### config.mk
export PLATFORM = sky130hd
export DESIGN_NAME = sysctl_cache_tcm_id_regs
export DESIGN_NICKNAME = d
export VERILOG_FILES = /design/src/rtl/sysctl_regs_pkg.sv /design/src/rtl/size_field_fmt.sv /design/src/rtl/sysctl_cache_tcm_id_regs.sv
export SDC_FILE = /design/constraint.sdc
export NUM_CORES = 1
export LEC_CHECK = 0
export ABC_AREA = 0
export BUFFER_PORTS_ARGS = -buffer_cell sky130_fd_sc_hd__buf_2
export CORE_ASPECT_RATIO = 1.4
export CORE_MARGIN = 5
export CORE_UTILIZATION = 30
export CTS_CLUSTER_DIAMETER = 100
export CTS_CLUSTER_SIZE = 14
export DETAILED_ROUTE_END_ITERATION = 8
export GPL_TIMING_DRIVEN = 1
export MAX_ROUTING_LAYER = met4
export RECOVER_POWER = 100
export SYNTH_ARGS = -nofsm -noshare
export SYNTH_HDL_FRONTEND = slang
export SYNTH_SLANG_ARGS = --single-unit
### constraint.sdc
create_clock -name ref_clk -period 1.97 [get_ports ref_clk]
set_input_delay 0.0985 -clock ref_clk [delete_from_list [all_inputs] [get_ports ref_clk]]
set_output_delay 0.0985 -clock ref_clk [all_outputs]
set_load 0.005 [all_outputs]
### src/rtl/sysctl_regs_pkg.sv
// Function
// - Register 0 with secondary opcode 1 returns cache geometry word.
// - Cache class reads 0111 at 28:25; reserved 31:29, 23:22, 11:10 zero.
// - Bit 24 reads one: separate instruction and data caches.
// - Both words-per-line fields read 10, eight words per line.
// - Cache size fields use code 0000 for none, 0011..1011 for 4KB..1MB.
// - Associativity reads 010 when cache present, 000 when absent.
// - Base-size bits read 0 when cache present, 1 when absent.
// - Size and base-size values come from cache block inputs.
// - Register 0 with secondary opcode 2 returns RAM sizes.
// - RAM size word: sizes at 21:18 and 9:6, absent at 14 and 2.
// - RAM size fields use the cache size code, supplied by memories.
// - RAM absent bit is one when that memory is missing.
// - Control word read and written at register 1, secondary opcode 0.
// - Reserved control bits may read any value.
// - Control bits 19..16 hold RAM load modes and RAM enables.
// - 15..12: state-entry disable, round-robin, vector base, I-cache.
// - Bit 7 big-endian, bit 2 data cache enable, bit 0 protection enable.
// - Reset clears control bits; high-vector bit loads the init pin.
// - Access only in privileged mode, else undefined-instruction trap.
// - Register 0 with other secondary opcodes returns the identity word.
package sysctl_regs_pkg;
   localparam logic [3:0] REG_ID_GROUP = 4'h0;
   localparam logic [3:0] REG_CONTROL = 4'h1;
   localparam logic [2:0] OP2_CACHE_GEOM = 3'h1;
   localparam logic [2:0] OP2_RAM_SIZE = 3'h2;
   localparam logic [2:0] OP2_CONTROL = 3'h0;
   localparam logic [3:0] CACHE_CLASS = 4'h7;
   localparam int CLASS_LSB = 25;
   localparam int SPLIT_BIT = 24;
   localparam int DSIZE_LSB = 18;
   localparam int DASSOC_LSB = 15;
   localparam int DBASE_BIT = 14;
   localparam int DLINE_LSB = 12;
   localparam int ISIZE_LSB = 6;
   localparam int IASSOC_LSB = 3;
   localparam int IBASE_BIT = 2;
   localparam int ILINE_LSB = 0;
   localparam logic [1:0] LINE_8_WORDS = 2'h2;
   localparam logic [2:0] ASSOC_4WAY = 3'h2;
   localparam logic [2:0] ASSOC_ABSENT = 3'h0;
   localparam logic [3:0] SIZE_0KB = 4'h0;
   localparam logic [3:0] SIZE_4KB = 4'h3;
   localparam logic [3:0] SIZE_1MB = 4'hB;
   // writable control bits: 19:12, 7, 2, 0
   localparam logic [31:0] CTRL_MASK = 32'h000FF085;
   localparam logic [31:0] CTRL_RESET = 32'h00000000;
   localparam logic [31:0] CTRL_RSVD_ONES = 32'h00000078;
   localparam int HIVEC_BIT = 13;
   // arbitrary neutral identity value
   localparam logic [31:0] ID_WORD_DEFAULT = 32'h00000000;
endpackage

### src/rtl/size_field_fmt.sv
`timescale 1ns/1ps
`default_nettype none
// formats one size/absent pair; size reads zero when the block is absent
module size_field_fmt
   import sysctl_regs_pkg::*;
(
   // from memory block
   input wire logic [3:0] sizeCode,
   input wire logic present,
   // formatted
   output logic [3:0] sizeOut,
   output logic absent,
   output logic [2:0] assoc
);
   always_comb begin
      sizeOut = present ? sizeCode : SIZE_0KB;
      absent = ~present;
      assoc = present ? ASSOC_4WAY : ASSOC_ABSENT;
   end
endmodule
`default_nettype wire

### src/rtl/sysctl_cache_tcm_id_regs.sv
`timescale 1ns/1ps
`default_nettype none
module sysctl_cache_tcm_id_regs
   import sysctl_regs_pkg::*;
#(
   parameter logic [31:0] ID_WORD = ID_WORD_DEFAULT
)
(
   // clock and reset
   input wire logic ref_clk,
   input wire logic rstn,
   // coprocessor access from core
   input wire logic accValid,
   input wire logic accWrite,
   input wire logic accPrivileged,
   input wire logic [3:0] primarySel,
   input wire logic [2:0] secondaryOp,
   input wire logic [31:0] wrData,
   output logic [31:0] rdData,
   output logic rdValid,
   output logic undefTrap,
   // geometry from cache and memory blocks
   input wire logic [3:0] dataCacheSize,
   input wire logic dataCachePresent,
   input wire logic [3:0] instCacheSize,
   input wire logic instCachePresent,
   input wire logic [3:0] dramSize,
   input wire logic dramPresent,
   input wire logic [3:0] iramSize,
   input wire logic iramPresent,
   // reset strap
   input wire logic highVectorInitPin,
   // control outputs
   output logic iramLoadMode,
   output logic iramEnable,
   output logic dramLoadMode,
   output logic dramEnable,
   output logic stateEntryDisable,
   output logic roundRobin,
   output logic highVectors,
   output logic instCacheEnable,
   output logic bigEndian,
   output logic dataCacheEnable,
   output logic protEnable
);
   logic [3:0] dcSz, icSz, drSz, irSz;
   logic dcAbs, icAbs, drAbs, irAbs;
   logic [2:0] dcAs, icAs, drAs, irAs;
   logic [31:0] cacheWord, ramWord;
   logic [31:0] ctrl_ff, nxt_ctrl;
   logic [31:0] rdData_ff, nxt_rdData;
   logic rdValid_ff, nxt_rdValid;
   logic trap_ff, nxt_trap;
   logic strapPend_ff, nxt_strapPend;
   logic accOk;

   // size fields come from the blocks, forced to zero when a block is absent
   size_field_fmt u_data_cache (
      .sizeCode(dataCacheSize),
      .present(dataCachePresent),
      .sizeOut(dcSz),
      .absent(dcAbs),
      .assoc(dcAs)
   );
   size_field_fmt u_inst_cache (
      .sizeCode(instCacheSize),
      .present(instCachePresent),
      .sizeOut(icSz),
      .absent(icAbs),
      .assoc(icAs)
   );
   size_field_fmt u_dram (
      .sizeCode(dramSize),
      .present(dramPresent),
      .sizeOut(drSz),
      .absent(drAbs),
      .assoc()
   );
   size_field_fmt u_iram (
      .sizeCode(iramSize),
      .present(iramPresent),
      .sizeOut(irSz),
      .absent(irAbs),
      .assoc()
   );

   always_comb begin
      cacheWord = 32'h00000000;
      cacheWord[CLASS_LSB +: 4] = CACHE_CLASS;
      cacheWord[SPLIT_BIT] = 1'b1;
      cacheWord[DSIZE_LSB +: 4] = dcSz;
      cacheWord[DASSOC_LSB +: 3] = dcAs;
      cacheWord[DBASE_BIT] = dcAbs;
      cacheWord[DLINE_LSB +: 2] = LINE_8_WORDS;
      cacheWord[ISIZE_LSB +: 4] = icSz;
      cacheWord[IASSOC_LSB +: 3] = icAs;
      cacheWord[IBASE_BIT] = icAbs;
      cacheWord[ILINE_LSB +: 2] = LINE_8_WORDS;
      ramWord = 32'h00000000;
      ramWord[DSIZE_LSB +: 4] = drSz;
      ramWord[DBASE_BIT] = drAbs;
      ramWord[ISIZE_LSB +: 4] = irSz;
      ramWord[IBASE_BIT] = irAbs;
   end

   assign accOk = accValid & accPrivileged;

   always_comb begin
      nxt_ctrl = ctrl_ff;
      nxt_rdData = rdData_ff;
      nxt_rdValid = 1'b0;
      nxt_trap = accValid & ~accPrivileged;
      nxt_strapPend = 1'b0;
      if (strapPend_ff) begin
         // first edge after release samples the vector strap
         nxt_ctrl[HIVEC_BIT] = highVectorInitPin;
      end
      if (accOk && accWrite && primarySel == REG_CONTROL &&
          secondaryOp == OP2_CONTROL) begin
         nxt_ctrl = wrData & CTRL_MASK;
      end
      if (accOk && !accWrite) begin
         nxt_rdValid = 1'b1;
         nxt_rdData = 32'h00000000;
         case (primarySel)
            REG_ID_GROUP: begin
               case (secondaryOp)
                  OP2_CACHE_GEOM: nxt_rdData = cacheWord;
                  OP2_RAM_SIZE: nxt_rdData = ramWord;
                  default: nxt_rdData = ID_WORD;
               endcase
            end
            REG_CONTROL: begin
               // reserved bits 6:3 always read as ones, whatever software writes
               nxt_rdData = ctrl_ff | CTRL_RSVD_ONES;
            end
            default: nxt_rdData = 32'h00000000;
         endcase
      end
   end

   always_ff @(posedge ref_clk or negedge rstn) begin
      if (!rstn) begin
         ctrl_ff <= CTRL_RESET;
         rdData_ff <= 32'h00000000;
         rdValid_ff <= 1'b0;
         trap_ff <= 1'b0;
         strapPend_ff <= 1'b1;
      end else begin
         ctrl_ff <= nxt_ctrl;
         rdData_ff <= nxt_rdData;
         rdValid_ff <= nxt_rdValid;
         trap_ff <= nxt_trap;
         strapPend_ff <= nxt_strapPend;
      end
   end

   assign rdData = rdData_ff;
   assign rdValid = rdValid_ff;
   assign undefTrap = trap_ff;
   assign iramLoadMode = ctrl_ff[19];
   assign iramEnable = ctrl_ff[18];
   assign dramLoadMode = ctrl_ff[17];
   assign dramEnable = ctrl_ff[16];
   assign stateEntryDisable = ctrl_ff[15];
   assign roundRobin = ctrl_ff[14];
   assign highVectors = ctrl_ff[HIVEC_BIT];
   assign instCacheEnable = ctrl_ff[12];
   assign bigEndian = ctrl_ff[7];
   assign dataCacheEnable = ctrl_ff[2];
   assign protEnable = ctrl_ff[0];
endmodule
`default_nettype wire

== After elaboration in Yosys (flattened, before gate mapping) ==
Cells that the tools add are included.
Word-level totals
  bits in registers: 46
  bits of input ports: 65
  output and inout bits: 45
  logic and storage cells: 35
Operators by class
  equality and inequality tests: 3
  mux-type cells: 11
  bitwise operators: 7
  reduce and logical (&&, ||, !) cells: 8
Operators with widths (count)
  one-hot mux 28 bit (2 select lines): 2
  two-way mux 4 bit: 4
  two-way mux 14 bit: 1
  NOT 1 bit: 5
  == test 4 x 1 -> 1 bit (second input constant): 1
  logical AND 1 bit: 4
  logical NOT 4 bit: 1
  two-way mux 2 bit: 2
  == test 3 x 1 -> 1 bit (second input constant): 1
  == test 3 x 2 -> 1 bit (second input constant): 1
  logical NOT 3 bit: 1
  bitwise AND 1 bit: 2
  two-way mux 1 bit: 2
  nonzero test 2 bit: 1
  logical NOT 1 bit: 1

== Logic depth before layout (Yosys ltp) ==
  word-level depth: 5
  mapped depth: 4

== Hierarchy ==
A second synthesis with hierarchy kept.
Second synthesis, totals
  cell total of the unflattened synthesis: 170
  area total of the unflattened synthesis: 1843.0 um2
By module, submodules not included
  sysctl_cache_tcm_id_regs: times used 1, cells each 134, area an instance 1622.8 um2, seq. area each 852.1 um2
  size_field_fmt: times used 4, cells each 9, area an instance 55.1 um2, seq. area each 0.0 um2

== Worst setup path before layout ==
OpenSTA, ideal clock, no wires.
  path type: register to register
  start point: reg strapPend_ff
  end point: reg ctrl_ff[13]
  setup time: 0.125 ns
  arrival time: 1.053 ns
  data required time: 1.845 ns
  path slack: 0.792 ns
  stages on the path, launching flop included: 3
  clock period less this slack: 1.178 ns
  path through: dfstp_2 mux2_2 mux2_4
Between the ends
  cells in the longest elaborated chain, start to end: 1
Ends and longest elaborated chain
  start: declaration: line sysctl_cache_tcm_id_regs.sv:54  | logic strapPend_ff, nxt_strapPend;
  start signal: assignment: line sysctl_cache_tcm_id_regs.sv:154  | strapPend_ff <= nxt_strapPend;
  nonzero test 2 bit (no line)
  end signal: assignment: line sysctl_cache_tcm_id_regs.sv:150  | ctrl_ff <= nxt_ctrl;
  end: declaration: line sysctl_cache_tcm_id_regs.sv:50  | logic [31:0] ctrl_ff, nxt_ctrl;
No other way between the ends.
A chain may end at the register's enable or synchronous reset.

== Worst setup path after layout ==
  start point: in accPrivileged
  end point: reg ctrl_ff[12]
Between the ends
  cells in the longest elaborated chain, start to end: 4
Ends and longest elaborated chain
  start: declaration: line sysctl_cache_tcm_id_regs.sv:15  | input wire logic accPrivileged,
  bitwise AND 1 bit: line sysctl_cache_tcm_id_regs.sv:106  | assign accOk = accValid & accPrivileged;
  logical AND 1 bit (3 in series): line sysctl_cache_tcm_id_regs.sv:118  | if (accOk && accWrite && primarySel == REG_CONTROL &&
No other way between the ends.

==> results.yml <==
status:
  status: "completed"
clocking:
  ctsRootBufferMaster: "clkbuf_8"
  insertion_delay_ns: 0.28
  cts_made_buffers: 5
  clk_pin_slew_worst_paths_ns: 0.07
  cts_sinks: 33
  clockBufferDepth: 2
  cts_tree: "done"
  cts_setup_buffers: 0
  htree_levels: 2
drt:
  highest_layer: "met4"
  viasPerCell: 4.61
  vias: 1314
  drt_iter0_markers: 46
  totalWireLength_um: 4430
  firstDrtPassIters: 4
  wl_met3_um: 270
  drc: 0
  postRouteAntennaNets: 0
  drt-met1-wl_um: 1640
  met2WireLength_um: 2410
  wl_per_cell_um: 15.5
floorplan:
  io_pins: 110
  core_sq_um: 5240
  core.rowCount: 31
  initial_utilization_pct: 31.1
  die-area_sq_um: 7030
  die_w_um: 72.3
  die_y_um: 97.2
timing:
  tns_ns: 0
  setup_violations: 0
  clock_skew_ns: 0.00286
  fin_crit_ns: 1.54
  maxSlewViolCount: 0
  worst_pin_slew_ns: 0.826
  fmax_mhz: 650
  max_slew_margin_pct: 44.9
  post-route-period-util_pct: 78.1
  rsz0062_at_grt: "false"
  finalHoldViolCount: 0
grt:
  first_global_vias: 1351
  grt_max_degree: 34
  globalRouteOverflowTotal: 0
  grt_usage_pct: 13.2
  antenna_found_initial: 0
  grt_first_pass_wirelength_um: 6910
logic_synthesis:
  ys.flop_type: "dfrtp_1"
  avgSynthCellArea_sq_um: 11.8
  syn_area_sq_um: 1630
  yosys_warnings: 0
  ys_ff_latch: 33
  async_reset_ff_share_pct: 100
  synthDistinctLibCells: 32
  yosysSeqAreaShare_pct: 50.7
  synthCells: 138
  synth_edf_count: 0
worst_hold_path:
  hold_class: "input port to flip-flop"
  worstHoldPathCells: 2
  min-delay-start: "wrData[15]"
  hold_end: "ctrl_ff[15]"
worst_setup_path:
  cp_slowest_stage_delay_ns: 0.54
  crit_family: "buffers and inverters"
  start_kind: "input port"
  arrival_ns: 1.70
  worstSetupEndpointType: "flip-flop"
  r2r_cells: 2
  cp_num_buf_inv: 3
  crit_chain: "dlygate4sd3_1 > clkbuf_1 > and2_0 > nand4_2 > clkbuf_2 > mux2_1"
  critPathMaxFanout: 11
  critPathKind: "input port to flip-flop"
  reg2reg_to: "ctrl_ff[13]"
  critPathSlowestCell: "dlygate4sd3_1"
  r2r_setup_slack_ns: 0.72
  r2r-start: "strapPend_ff"
  crit_required_ns: 2.13
power_and_ir_drop:
  intPower_mw: 1.01
  p_leak_nw: 1.05
  vdd_drop_max_mv: 0.266
  pwr-share-seq_pct: 52.5
  switching_share_pct: 25.0
  p_per_area_nw_per_um2: 652
  p_sw_mw: 0.337
  p_comb_share_pct: 11.2
  finalPower_mw: 1.35
  clkPwrFrac_pct: 36.4
flow_run:
  cap_viol_max_count: 0
place:
  dp_hpwl_um: 3440
  port_buffers: 80
  post-place-cells: 275
  finalWeightedCongestion: 0.772
cells_and_area:
  final_util_pct: 39.5
  final_nets: 283
  antenna_cells: 0
  drive_gt1_share_pct: 35.6
  stdcell_count: 285
  final_common_cell: "buf_2"
  mostFrequentLayoutCells: "buf_2, dfrtp_1, clkbuf_1"
  area_growth_pct: 26.9
==> per-layer routing <==
metal  GRT usage [%]  vias to the layer above
li1                -                      643
met5               -                        -
met3            3.21                        7
met2            22.9                       45
met4            5.21                        0
met1            14.0                      619
==> power groups by stage <==
| stage | registers [mW] | logic, mW | clock network, mW |
|---|---|---|---|
| after floorplan | 0.721 | 0.0767 | 0 |
| after global placement | 0.720 | 0.157 | 0 |
| after detailed placement | 0.720 | 0.158 | 0 |
| after CTS | 0.708 | 0.162 | 0.508 |
| after global routing | 0.710 | 0.168 | 0.534 |
| final | 0.708 | 0.150 | 0.490 |
==> logic make-up (layout without fill, tap and decap cells) <==
family	Yosys count	in the layout	synth area share, %
buffers and inverters	20	93	8.21
AOI/OAI and AO/OA	29	29	12.6
DFF	33	33	50.7
and+or+nand+nor	41	41	16.5
xor gates and xnor gates	1	1	0.537
muxes	13	13	11.2
other	1	9	0.230
==> per-stage QoR <==
step	instance area, sq um	hold WS [ns]	worst slack (ns)
after global placement	2030	0.208	0.528
after floorplan	1660	-0.197	0.792
after CTS	2130	0.0364	0.536
after detailed placement	2030	0.205	0.527
final	2070	0.0334	0.432
after global routing	2070	0.0314	0.367
==> synthesized netlist by cell type, drive strengths merged (2+ instances only) <==
cell	count	area, sq um
a221oi	4	35.0
a22o	4	35.0
a22oi	5	37.5
and4bb	4	50.1
buf	16	119
clkbuf	3	11.3
dfrtp	32	801
mux2	12	173
nand2	16	60.1
nand3	2	10.0
nand4	4	31.3
nor2b	5	31.3
nor3b	4	30.0
o2111ai	2	17.5
o21ai	10	50.1
o31ai	3	22.5
==> sequential cells by signal (all words and copies together) (netlist names) <==
signal and count:
rdData 19, undefTrap 1, rdValid 1, strapPend_ff 1, ctrl_ff 11
==> how the worst max path moves through the flow <==
| stage | startpoint | to | slack (ns) | depth (start not counted) |
|---|---|---|---|---|
| CTS | accPrivileged | ctrl_ff[16] | 0.54 | 6 |
| global route | accPrivileged | ctrl_ff[12] | 0.37 | 6 |
| floorplan | strapPend_ff | ctrl_ff[13] | 0.79 | 2 |
| detailed placement | primarySel[1] | ctrl_ff[12] | 0.53 | 5 |
| finish | accPrivileged | ctrl_ff[12] | 0.43 | 6 |
| global placement | primarySel[1] | ctrl_ff[15] | 0.53 | 5 |
==> what timing repair did <==
item / 4_1_cts / 5_1_grt
hold buffers: 2 / 0
setup endpoints to repair: 0 / 0
endpoints found under the hold margin: 33 / 0
gates resized for setup: 0 / 0
==> layout make-up <==
type / instances / area (sq um)
fillers: 556 / 3170
flip-flops and latches: 33 / 827
repair buffers: 84 / 404
inverters: 1 / 3.75
multi-input cells: 93 / 668
well taps: 66 / 82.6
clock buffers: 6 / 72.6
clock inverters: 2 / 10.0
(Power assumes the default switching activity.)
